--- src/plpmr_defs.svh ---
`ifndef PLPMR_DEFS_SVH
`define PLPMR_DEFS_SVH

`define PLPMR_OFS_MASK_ONE 8'h39
`define PLPMR_OFS_MASK_TWO 8'h3A
`define PLPMR_OFS_HIGH_LIMIT 8'h3B
`define PLPMR_OFS_LOW_LIMIT 8'h3C
`define PLPMR_OFS_RLS_UV 8'h3D
`define PLPMR_OFS_DEEP_TIME 8'h3E
`define PLPMR_OFS_SYS_TWO 8'h41
`define PLPMR_OFS_FB_REF 8'h42
`define PLPMR_OFS_DEEP_START 8'h53
`define PLPMR_OFS_STORED_INIT 8'h54
`define PLPMR_OFS_STORED_FINAL 8'h55

`define PLPMR_MASK_ONE_BITS 8'hFD
`define PLPMR_MASK_TWO_BITS 8'hFA
`define PLPMR_MASK_ONE_RST 8'hFD
`define PLPMR_MASK_TWO_RST 8'hFA
`define PLPMR_LIMIT_RST 5'h0B
`define PLPMR_RLS_UV_RST 8'h37
`define PLPMR_RLS_UV_MIN 8'h37
`define PLPMR_RLS_UV_MAX 8'hFA
`define PLPMR_SYS_TWO_BITS 8'h6C
`define PLPMR_SYS_TWO_RST 8'h48
`define PLPMR_FB_REF_RST 8'h28
`define PLPMR_FB_REF_MAX 8'hAE
`define PLPMR_CAPT_RST 8'h00

`define PLPMR_BIT_ONTOGETHER 6
`define PLPMR_BIT_SHARE_BOOST 5
`define PLPMR_BIT_RESTART 3
`define PLPMR_BIT_DISCHARGE 2

`define PLPMR_BYTE_BITS 4'h8
`define PLPMR_SLAVE_ADDR 7'h20

`endif

--- src/plpmr_pkg.sv ---
package plpmr_pkg;
  typedef enum logic [3:0] {
    PLPMR_IDLE,
    PLPMR_ADDR,
    PLPMR_ACK_ADDR,
    PLPMR_PTR,
    PLPMR_ACK_PTR,
    PLPMR_WR,
    PLPMR_ACK_WR,
    PLPMR_RD,
    PLPMR_RD_ACK,
    PLPMR_RD_NEXT
  } plpmr_state_t;
endpackage : plpmr_pkg

--- src/plpmr_regs.sv ---
// What this block does
// - First mask: bits 7,6,5,4,3,2,0 mask limits, clamps, undervoltages, cap error; reset 1.
// - Second mask: bits 7,6,5,4,3,1 mask temperature, fail, good, done, overrun; reset 1.
// - High switch limit is a 5-bit code, reset 01011 for 2A.
// - Low switch limit is its own 5-bit code, same encoding, reset 01011.
// - Buck release stops when storage falls below the 8-bit threshold, reset 0x37.
// - Deep test discharge time captured read-only, resets to zero.
// - Turn-on policy bit 6: 1 waits for both inputs good, 0 independent.
// - Sharing bit 5: 0 buck mode, 1 boost sharing mode; reset 0.
// - Restart bit 3: 0 auto re-enable after overrun, 1 waits for an enable toggle.
// - Discharge bit 2: FET on in forced test, or also when charging disabled.
// - Storage voltage at deep test start captured read-only, resets to zero.
// - Initial forced voltage copied after first forced test and control bit rises.
// - Final forced voltage copied under the same two triggers.
// - Sharing buck feedback reference defaults 0.6V, programmable 400mV to 1.27V.
// - Overrun flag sets when release time exceeds the maximum backup timer.
// - First interrupt reflects limit, clamp, undervoltage and cap error conditions.
`timescale 1ns/100ps
`include "plpmr_defs.svh"

module plpmr_regs
  import plpmr_pkg::*;
#(
  parameter logic [6:0] SLAVE_ADDR = `PLPMR_SLAVE_ADDR
)
(
  input wire logic clk_sys,
  input wire logic rst_b,
  input wire logic i2c_scl,
  input wire logic i2c_sda_in,
  output logic i2c_sda_out,
  output logic i2c_sda_oe,
  input wire logic [7:0] status_one,
  input wire logic [7:0] status_two,
  input wire logic forced_test_active,
  input wire logic forced_test_done,
  input wire logic [7:0] forced_start_voltage,
  input wire logic [7:0] forced_final_voltage,
  input wire logic capture_ctrl_bit,
  input wire logic deep_test_start,
  input wire logic deep_test_end,
  input wire logic [7:0] deep_test_timer,
  input wire logic [7:0] storage_voltage_code,
  input wire logic high_input_ok,
  input wire logic low_input_ok,
  input wire logic high_switch_enable_bit,
  input wire logic low_switch_enable_bit,
  input wire logic enable_pin,
  input wire logic charge_enable_bit,
  input wire logic [7:0] release_time,
  input wire logic [7:0] max_backup_release_timer,
  input wire logic storage_at_uvlo,
  output logic first_interrupt_output_b,
  output logic second_interrupt_output_b,
  output logic high_switch_on,
  output logic low_switch_on,
  output logic sharing_boost_mode,
  output logic discharge_fet_on,
  output logic release_stop,
  output logic release_overrun_flag,
  output logic [4:0] high_current_limit_code,
  output logic [4:0] low_current_limit_code,
  output logic [7:0] buck_feedback_ref_code
);

  logic scl_m_r, scl_s_r, scl_q_r;
  logic sda_m_r, sda_s_r, sda_q_r;
  logic pin_m_r, pin_s_r, pin_q_r;
  logic start_det, stop_det, scl_rise, scl_fall;
  plpmr_state_t state_r;
  logic [3:0] cnt_r;
  logic [7:0] sh_r;
  logic [7:0] ptr_r;
  logic rw_r;
  logic wr_stb_r;
  logic [7:0] wr_addr_r;
  logic [7:0] wr_data_r;
  logic [7:0] rd_data;
  logic [7:0] mask_one_r, mask_two_r;
  logic [4:0] high_limit_r, low_limit_r;
  logic [7:0] rls_uv_r, sys_two_r, fb_ref_r;
  logic [7:0] deep_time_r, deep_start_r, stored_init_r, stored_final_r;
  logic first_forced_seen_r;
  logic capture_q_r;
  logic high_en_q_r, low_en_q_r;
  logic enable_toggle;
  logic overrun_set;

  // Pins cross in through two stages; edges are taken from stage two on
  always_ff @(posedge clk_sys or negedge rst_b)
  begin
    if (!rst_b)
    begin
      scl_m_r <= 1'b1;
      scl_s_r <= 1'b1;
      scl_q_r <= 1'b1;
      sda_m_r <= 1'b1;
      sda_s_r <= 1'b1;
      sda_q_r <= 1'b1;
      pin_m_r <= 1'b0;
      pin_s_r <= 1'b0;
      pin_q_r <= 1'b0;
    end
    else
    begin
      scl_m_r <= i2c_scl;
      scl_s_r <= scl_m_r;
      scl_q_r <= scl_s_r;
      sda_m_r <= i2c_sda_in;
      sda_s_r <= sda_m_r;
      sda_q_r <= sda_s_r;
      pin_m_r <= enable_pin;
      pin_s_r <= pin_m_r;
      pin_q_r <= pin_s_r;
    end
  end

  assign start_det = scl_s_r & scl_q_r & sda_q_r & ~sda_s_r;
  assign stop_det = scl_s_r & scl_q_r & ~sda_q_r & sda_s_r;
  assign scl_rise = scl_s_r & ~scl_q_r;
  assign scl_fall = ~scl_s_r & scl_q_r;

  always_comb
  begin
    case (ptr_r)
      `PLPMR_OFS_MASK_ONE: rd_data = mask_one_r;
      `PLPMR_OFS_MASK_TWO: rd_data = mask_two_r;
      `PLPMR_OFS_HIGH_LIMIT: rd_data = {3'h0, high_limit_r};
      `PLPMR_OFS_LOW_LIMIT: rd_data = {3'h0, low_limit_r};
      `PLPMR_OFS_RLS_UV: rd_data = rls_uv_r;
      `PLPMR_OFS_DEEP_TIME: rd_data = deep_time_r;
      `PLPMR_OFS_SYS_TWO: rd_data = sys_two_r;
      `PLPMR_OFS_FB_REF: rd_data = fb_ref_r;
      `PLPMR_OFS_DEEP_START: rd_data = deep_start_r;
      `PLPMR_OFS_STORED_INIT: rd_data = stored_init_r;
      `PLPMR_OFS_STORED_FINAL: rd_data = stored_final_r;
      default: rd_data = 8'h00;
    endcase
  end

  // Serial slave: sample on SCL rise, change SDA on SCL fall
  always_ff @(posedge clk_sys or negedge rst_b)
  begin
    if (!rst_b)
    begin
      state_r <= PLPMR_IDLE;
      cnt_r <= 4'h0;
      sh_r <= 8'h00;
      ptr_r <= 8'h00;
      rw_r <= 1'b0;
      i2c_sda_oe <= 1'b0;
      wr_stb_r <= 1'b0;
      wr_addr_r <= 8'h00;
      wr_data_r <= 8'h00;
    end
    else
    begin
      wr_stb_r <= 1'b0;
      if (start_det)
      begin
        state_r <= PLPMR_ADDR;
        cnt_r <= 4'h0;
        i2c_sda_oe <= 1'b0;
      end
      else if (stop_det)
      begin
        state_r <= PLPMR_IDLE;
        i2c_sda_oe <= 1'b0;
      end
      else
      begin
        case (state_r)
          PLPMR_ADDR, PLPMR_PTR, PLPMR_WR:
          begin
            if (scl_rise && cnt_r != `PLPMR_BYTE_BITS)
            begin
              sh_r <= {sh_r[6:0], sda_s_r};
              cnt_r <= cnt_r + 4'h1;
            end
            else if (scl_fall && cnt_r == `PLPMR_BYTE_BITS)
            begin
              cnt_r <= 4'h0;
              i2c_sda_oe <= 1'b1;
              if (state_r == PLPMR_ADDR)
              begin
                if (sh_r[7:1] == SLAVE_ADDR)
                begin
                  rw_r <= sh_r[0];
                  state_r <= PLPMR_ACK_ADDR;
                end
                else
                begin
                  // Another device's address: stay off the bus till next start
                  i2c_sda_oe <= 1'b0;
                  state_r <= PLPMR_IDLE;
                end
              end
              else if (state_r == PLPMR_PTR)
              begin
                ptr_r <= sh_r;
                state_r <= PLPMR_ACK_PTR;
              end
              else
              begin
                wr_stb_r <= 1'b1;
                wr_addr_r <= ptr_r;
                wr_data_r <= sh_r;
                state_r <= PLPMR_ACK_WR;
              end
            end
          end
          PLPMR_ACK_ADDR:
          begin
            if (scl_fall)
            begin
              if (rw_r)
              begin
                i2c_sda_oe <= ~rd_data[7];
                sh_r <= {rd_data[6:0], 1'b0};
                cnt_r <= 4'h1;
                state_r <= PLPMR_RD;
              end
              else
              begin
                i2c_sda_oe <= 1'b0;
                state_r <= PLPMR_PTR;
              end
            end
          end
          PLPMR_ACK_PTR, PLPMR_ACK_WR:
          begin
            if (scl_fall)
            begin
              i2c_sda_oe <= 1'b0;
              if (state_r == PLPMR_ACK_WR)
              begin
                ptr_r <= ptr_r + 8'h01;
              end
              state_r <= PLPMR_WR;
            end
          end
          PLPMR_RD:
          begin
            if (scl_fall)
            begin
              if (cnt_r != `PLPMR_BYTE_BITS)
              begin
                i2c_sda_oe <= ~sh_r[7];
                sh_r <= {sh_r[6:0], 1'b0};
                cnt_r <= cnt_r + 4'h1;
              end
              else
              begin
                i2c_sda_oe <= 1'b0;
                ptr_r <= ptr_r + 8'h01;
                state_r <= PLPMR_RD_ACK;
              end
            end
          end
          PLPMR_RD_ACK:
          begin
            if (scl_rise)
            begin
              state_r <= sda_s_r ? PLPMR_IDLE : PLPMR_RD_NEXT;
            end
          end
          PLPMR_RD_NEXT:
          begin
            if (scl_fall)
            begin
              i2c_sda_oe <= ~rd_data[7];
              sh_r <= {rd_data[6:0], 1'b0};
              cnt_r <= 4'h1;
              state_r <= PLPMR_RD;
            end
          end
          default:
          begin
            i2c_sda_oe <= 1'b0;
          end
        endcase
      end
    end
  end

  // Open drain: only ever pulls low
  always_ff @(posedge clk_sys or negedge rst_b)
  begin
    if (!rst_b)
    begin
      i2c_sda_out <= 1'b0;
    end
    else
    begin
      i2c_sda_out <= 1'b0;
    end
  end

  // Host-writable configuration; reserved bits stay zero
  always_ff @(posedge clk_sys or negedge rst_b)
  begin
    if (!rst_b)
    begin
      mask_one_r <= `PLPMR_MASK_ONE_RST;
      mask_two_r <= `PLPMR_MASK_TWO_RST;
      high_limit_r <= `PLPMR_LIMIT_RST;
      low_limit_r <= `PLPMR_LIMIT_RST;
      rls_uv_r <= `PLPMR_RLS_UV_RST;
      sys_two_r <= `PLPMR_SYS_TWO_RST;
      fb_ref_r <= `PLPMR_FB_REF_RST;
    end
    else if (wr_stb_r)
    begin
      case (wr_addr_r)
        `PLPMR_OFS_MASK_ONE: mask_one_r <= wr_data_r & `PLPMR_MASK_ONE_BITS;
        `PLPMR_OFS_MASK_TWO: mask_two_r <= wr_data_r & `PLPMR_MASK_TWO_BITS;
        `PLPMR_OFS_HIGH_LIMIT: high_limit_r <= wr_data_r[4:0];
        `PLPMR_OFS_LOW_LIMIT: low_limit_r <= wr_data_r[4:0];
        // Codes outside the documented span are pinned to its ends
        `PLPMR_OFS_RLS_UV:
          rls_uv_r <= (wr_data_r < `PLPMR_RLS_UV_MIN) ? `PLPMR_RLS_UV_MIN :
                      (wr_data_r > `PLPMR_RLS_UV_MAX) ? `PLPMR_RLS_UV_MAX : wr_data_r;
        `PLPMR_OFS_SYS_TWO: sys_two_r <= wr_data_r & `PLPMR_SYS_TWO_BITS;
        `PLPMR_OFS_FB_REF:
          fb_ref_r <= (wr_data_r > `PLPMR_FB_REF_MAX) ? `PLPMR_FB_REF_MAX : wr_data_r;
        default: ;
      endcase
    end
  end

  // Read-only captures from the test sequencer
  always_ff @(posedge clk_sys or negedge rst_b)
  begin
    if (!rst_b)
    begin
      deep_time_r <= `PLPMR_CAPT_RST;
      deep_start_r <= `PLPMR_CAPT_RST;
      stored_init_r <= `PLPMR_CAPT_RST;
      stored_final_r <= `PLPMR_CAPT_RST;
      first_forced_seen_r <= 1'b0;
      capture_q_r <= 1'b0;
    end
    else
    begin
      capture_q_r <= capture_ctrl_bit;
      if (deep_test_end)
      begin
        deep_time_r <= deep_test_timer;
      end
      if (deep_test_start)
      begin
        deep_start_r <= storage_voltage_code;
      end
      if (forced_test_done)
      begin
        first_forced_seen_r <= 1'b1;
      end
      // Only the very first forced test auto-copies; later ones need the control edge
      if ((forced_test_done && !first_forced_seen_r) || (capture_ctrl_bit && !capture_q_r))
      begin
        stored_init_r <= forced_start_voltage;
        stored_final_r <= forced_final_voltage;
      end
    end
  end

  assign enable_toggle = (high_switch_enable_bit ^ high_en_q_r) |
                         (low_switch_enable_bit ^ low_en_q_r) | (pin_s_r ^ pin_q_r);
  assign overrun_set = release_time > max_backup_release_timer;

  // Overrun flag holds the switches off until the restart policy lets go
  always_ff @(posedge clk_sys or negedge rst_b)
  begin
    if (!rst_b)
    begin
      release_overrun_flag <= 1'b0;
      high_en_q_r <= 1'b0;
      low_en_q_r <= 1'b0;
    end
    else
    begin
      high_en_q_r <= high_switch_enable_bit;
      low_en_q_r <= low_switch_enable_bit;
      if (overrun_set)
      begin
        release_overrun_flag <= 1'b1;
      end
      else if (release_overrun_flag && storage_at_uvlo && (high_input_ok || low_input_ok))
      begin
        if (!sys_two_r[`PLPMR_BIT_RESTART] || enable_toggle)
        begin
          release_overrun_flag <= 1'b0;
        end
      end
    end
  end

  // Control outputs
  always_ff @(posedge clk_sys or negedge rst_b)
  begin
    if (!rst_b)
    begin
      high_switch_on <= 1'b0;
      low_switch_on <= 1'b0;
      sharing_boost_mode <= 1'b0;
      discharge_fet_on <= 1'b0;
      release_stop <= 1'b0;
      first_interrupt_output_b <= 1'b1;
      second_interrupt_output_b <= 1'b1;
      high_current_limit_code <= `PLPMR_LIMIT_RST;
      low_current_limit_code <= `PLPMR_LIMIT_RST;
      buck_feedback_ref_code <= `PLPMR_FB_REF_RST;
    end
    else
    begin
      if (sys_two_r[`PLPMR_BIT_ONTOGETHER])
      begin
        high_switch_on <= high_switch_enable_bit & pin_s_r & ~release_overrun_flag &
                          high_input_ok & low_input_ok;
        low_switch_on <= low_switch_enable_bit & pin_s_r & ~release_overrun_flag &
                         high_input_ok & low_input_ok;
      end
      else
      begin
        high_switch_on <= high_switch_enable_bit & pin_s_r & ~release_overrun_flag &
                          high_input_ok;
        low_switch_on <= low_switch_enable_bit & pin_s_r & ~release_overrun_flag &
                         low_input_ok;
      end
      sharing_boost_mode <= sys_two_r[`PLPMR_BIT_SHARE_BOOST];
      discharge_fet_on <= forced_test_active |
                          (sys_two_r[`PLPMR_BIT_DISCHARGE] & ~charge_enable_bit);
      release_stop <= storage_voltage_code < rls_uv_r;
      // Status bits are kept by their owner; masking only gates the pins
      // Reserved status positions have no mask bit and must never reach the pins
      first_interrupt_output_b <= ~|(status_one & ~mask_one_r & `PLPMR_MASK_ONE_BITS);
      second_interrupt_output_b <= ~|(status_two & ~mask_two_r & `PLPMR_MASK_TWO_BITS);
      high_current_limit_code <= high_limit_r;
      low_current_limit_code <= low_limit_r;
      buck_feedback_ref_code <= fb_ref_r;
    end
  end

endmodule : plpmr_regs

--- config.mk ---
export PLATFORM = sky130hd
export DESIGN_NAME = plpmr_regs
export DESIGN_NICKNAME = d
export VERILOG_FILES = /design/src/plpmr_pkg.sv /design/src/plpmr_regs.sv
export VERILOG_INCLUDE_DIRS = /design/src
export SDC_FILE = /design/constraint.sdc
export NUM_CORES = 1
export LEC_CHECK = 0
export ABC_AREA = 1
export BUFFER_PORTS_ARGS = -buffer_cell sky130_fd_sc_hd__buf_2
export CORE_AREA = 2 2 108 131
export CTS_BUF_LIST = sky130_fd_sc_hd__clkbuf_8
export DETAILED_ROUTE_END_ITERATION = 10
export DIE_AREA = 0 0 110 133
export HOLD_SLACK_MARGIN = 0.05
export PLACE_DENSITY = 0.81
export SYNTH_ARGS = -nofsm -noshare
export SYNTH_HDL_FRONTEND = slang
export SYNTH_SLANG_ARGS = --single-unit
--- constraint.sdc ---
create_clock -name clk_sys -period 2.2 [get_ports clk_sys]
set_clock_uncertainty 0.05 [all_clocks]
set_input_delay 0.44 -clock clk_sys [delete_from_list [all_inputs] [get_ports clk_sys]]
set_output_delay 0.44 -clock clk_sys [all_outputs]
set_load 0.02 [all_outputs]
==> results.txt <==
The run finished with clean final reports. The class of the worst hold path is in2reg. The first element of the critical path is ptr_r[0]. The number of distinct library cells after synthesis is 44. The final weighted congestion in routability-driven placement came out at 1.00. The number of rows in the core area is 47.

Entering global routing, the biggest net connects 48 pins. VDD sags by at most 0.000629 V. The total DRC errors in the routed layout is 0. Following the worst setup path forward leads to its endpoint at sh_r[7]. The number of I/O pins is 108.

The number of synthesized register bits came out at 157. The core region is 0.0135 sq mm. The depth of the worst register-to-register path is 10. For the finished layout, the period the worst path requires is 2.05 ns. The post-CTS setup buffer count is 0. Max-cap violations in this run came to 0. On the worst path, the slowest cell contributes a delay of 0.45 ns. The fraction of final layout cells with drive strength greater than 1 came out at 23.1%. OpenSTA, run right after detailed placement, puts the worst setup slack at 0.162 ns. TritonCTS built the clock tree. The sum of net half-perimeters after detailed placement came out at 15,300 um. The areal power density over the cells came out at 890 mW/mm^2. The antenna violation net count after detailed routing came out at 0.

The fraction of synthesis flops using an asynchronous set or reset pin is 100%. The number of optimization iterations in the first detailed-route pass came out at 5. The die covers 0.0146 sq mm. The maximum count of clock buffers along a single path is 2. The met2 demand-to-capacity share in global routing is 48.5%.

The via count of the first global-routing pass is 6,712. The first-iteration detailed-routing DRC count is 440. The fraction of the mapped netlist area in compound gates came out at 10.5%. The simple logic cell fraction of the synthesized area is 24.2%.

The layer flagged by global routing as most heavily used is met2. Clock tree synthesis inserted a total of 17 buffers. In the routed layout, each cell is associated on average with a via count of 5.48.

The highest attainable clock frequency is 0.488 GHz. The setup slack of the critical path after layout is 0.152 ns. The root buffer cell chosen for the clock tree is clkbuf_8. The design draws 8.13 mW.

The number of buffers and inverters on the critical path is 3. The count of input and output buffers came out at 103. The non-filler instance count after layout came out at 1,256. The kind of cell with the highest combined delay along the critical path is simple AND/OR/NAND/NOR gates. Walking the worst path, the cells encountered are inv_1 > ha_1 > inv_1 > nor2_1 > nand2_2 > o21ai_0 > inv_1 > nand3_1 > nand3_1 > a21oi_1. The origin of the critical flop-to-flop path is ptr_r[0]. The cell type contributing the most total cell area after synthesis is dfrtp_1.

The number of warnings issued by yosys is 0. The initial antenna violation count is 0. In this run the critical register-to-register path is captured at sh_r[7]. The clock slew seen by the registers of the worst setup and hold paths is 0.08 ns. By area, the combinational part of the netlist is dominated by simple AND/OR/NAND/NOR gates.

The cell area after synthesis came out at 0.00784 sq mm. STA classifies the critical path startpoint as a flip-flop. The number of vias in the routed layout is 6,883.

The post-synthesis sequential area ratio is 50.8%. The commonest cells after synthesis are nand2_1, inv_1, dfrtp_1. Of the available clock period, the critical path in the final layout requires 93.1%.

In this run the vertical extent of the chip is 133 um. The first-pass GRT wire length came out at 32,400 um. The critical-path maximum fanout came out at 7. 0 antenna diodes ended up in the layout. nand2_1 is the most common cell in the netlist.

The net count after synthesis is 1,043. The cell count after synthesis came out at 942. The mux share of post-synthesis cell area came out at 3.45%. The worst hold path begins at high_switch_enable_bit. The number of levels in the clock H-tree came out at 4.

In the global route stage, met1 resource usage came out at 35.5%. The cell total after placement came out at 1,219. The critical path required time came out at 2.55 ns. The starting density of the core is 58.2%. The count of fill cells added during filler insertion is 1,080. STA puts the critical path data arrival time at 2.40 ns.

The number of pins exceeding their max-slew limit in the final report came out at 0. The critical path depth came out at 10. The hold violation count in the final report was 0.

Counting every sink on the clock net gives 157. Setup violations remaining at the end of the flow were counted as 0. The analysis attributes to cell leakage a power of 4.46 nW. The area overhead of the layout relative to synthesis is 16.7%.

Dividing the detail-routed wire length by the instance count gives 16.0 um. After synthesis, the largest area contributor takes up 36.1% of total cell area. Global routing used 5.37% of the available met3 tracks. Of the total synthesized cell area, the portion taken by XOR and XNOR cells is 0.559%. The worst setup path is of the reg2reg kind.

The setup slack on the worst flop-to-flop path is 0.15 ns. The type of destination of the critical path is a flip-flop. The final-stage net count came out at 1,173. The largest individual stage delay along the critical path comes from the cell dfrtp_1. After global routing the overflow that remains totals 0.

Counting stages on the worst path, the most repeated cell is inv_1. Once layout is complete, the utilization of the core stands at 67.9%. The sequential cell area came out at 0.00398 sq mm. The mean area per synthesized cell is 8.32 sq um. The footprint of the multi-input gates came out at 0.00332 sq mm. The number of synthesized flops with an enable pin is 0.

The synthesized-area fraction occupied by adder cells is 3.35%. Clock latency on the worst-skew pair, taken at its later pin, is 0.47 ns. For this block, the routed nets add up to 20,000 um of wire. The total routing resource utilization after global routing came out at 29.2%. Among all flip-flop cells after synthesis, the most frequent one is dfrtp_1. Yosys attributes the largest share of cell area to dfrtp_1, dfstp_2, nand2_1, nand3_1, o21ai_0.

The width of the die is 110 um.
[routing by layer]
metal  part of all wire [%]  vias to the layer above
met2                     50                      253
met1                     39                     3231
met4                    4.8                        0
met5                      0                        -
met3                    5.7                       62
li1                       -                     3337
[worst min path at each step]
stage	endpoint	slack, ns	cells after the start
2_1_floorplan	buck_feedback_ref_code[0]	0.09	0
3_3_place_gp	pin_s_r	0.28	0
6_report	high_en_q_r	0.07	1
4_1_cts	low_en_q_r	0.05	1
5_1_grt	high_en_q_r	0.05	1
3_5_place_dp	scl_s_r	0.30	0
[sequential cells by signal, indices dropped and copies added (netlist names), 4 cells and up]
| register | cells |
|---|---|
| stored_final_r | 8 |
| rls_uv_r | 8 |
| high_current_limit_code | 5 |
| mask_two_r | 6 |
| state_r | 4 |
| mask_one_r | 7 |
| low_limit_r | 5 |
| deep_start_r | 8 |
| sys_two_r | 4 |
| ptr_r | 8 |
| high_limit_r | 5 |
| buck_feedback_ref_code | 8 |
| fb_ref_r | 8 |
| wr_addr_r | 8 |
| deep_time_r | 8 |
| cnt_r | 4 |
| low_current_limit_code | 5 |
| stored_init_r | 8 |
| wr_data_r | 8 |
| sh_r | 8 |
[where the power goes]
group / switching (mW) / total [mW] / internal (mW)
Combinational: 1.71 / 2.55 / 0.843
Sequential: 0.297 / 3.49 / 3.19
Clock: 1.05 / 2.09 / 1.04
[layout by cell type (no fill, tap or decap), types with 3 or more instances in the layout]
| cell | instances |
|---|---|
| buf_4 | 18 |
| inv_1 | 119 |
| ha_1 | 21 |
| mux2_2 | 24 |
| buf_2 | 102 |
| xnor2_1 | 4 |
| nor2_2 | 6 |
| nand3_1 | 102 |
| dlygate4sd3_1 | 5 |
| buf_12 | 3 |
| dfrtp_1 | 113 |
| clkbuf_8 | 22 |
| nand2_2 | 6 |
| nand2_1 | 195 |
| a21oi_1 | 27 |
| dfstp_2 | 44 |
| inv_2 | 5 |
| nand3_2 | 3 |
| nand4_1 | 5 |
| o21ai_1 | 8 |
| nor3_1 | 17 |
| o22ai_1 | 6 |
| o21ai_0 | 94 |
| nor2_4 | 3 |
| nor2_1 | 95 |
| a22oi_1 | 6 |
[repair_timing]
action,CTS,global route
hold endpoints to repair,20,0
resized for setup,0,6
hold buffers,5,0
setup endpoints to repair,0,11
[kinds of logic (layout without fill, tap and decap cells)]
logic type | count (synthesis) | count (layout)
simple gates | 439 | 439
fa+ha+maj | 21 | 21
mux | 24 | 24
xor+xnor | 5 | 5
compound gates | 153 | 153
flops | 157 | 157
buf+inv | 142 | 285
other cells | 1 | 1
[through the flow]
stage / hold slack (ns) / area [sq um] / setup TNS [ns]
2_1_floorplan: 0.0944 / 7840 / 0
3_3_place_gp: 0.282 / 8680 / 0
3_5_place_dp: 0.297 / 8680 / 0
4_1_cts: 0.0548 / 9130 / 0
5_1_grt: 0.0527 / 9140 / -0.0304
6_report: 0.0683 / 9140 / 0
[cell type report]
type,instances,area share (%)
inverters,124,5.15
clock inverters,10,0.972
clock buffers,22,3.31
repair buffers,129,8.39
flip-flops and latches,157,43.6
well taps,171,2.34
multi-input cells,643,36.3
(Power assumes the default switching activity.)
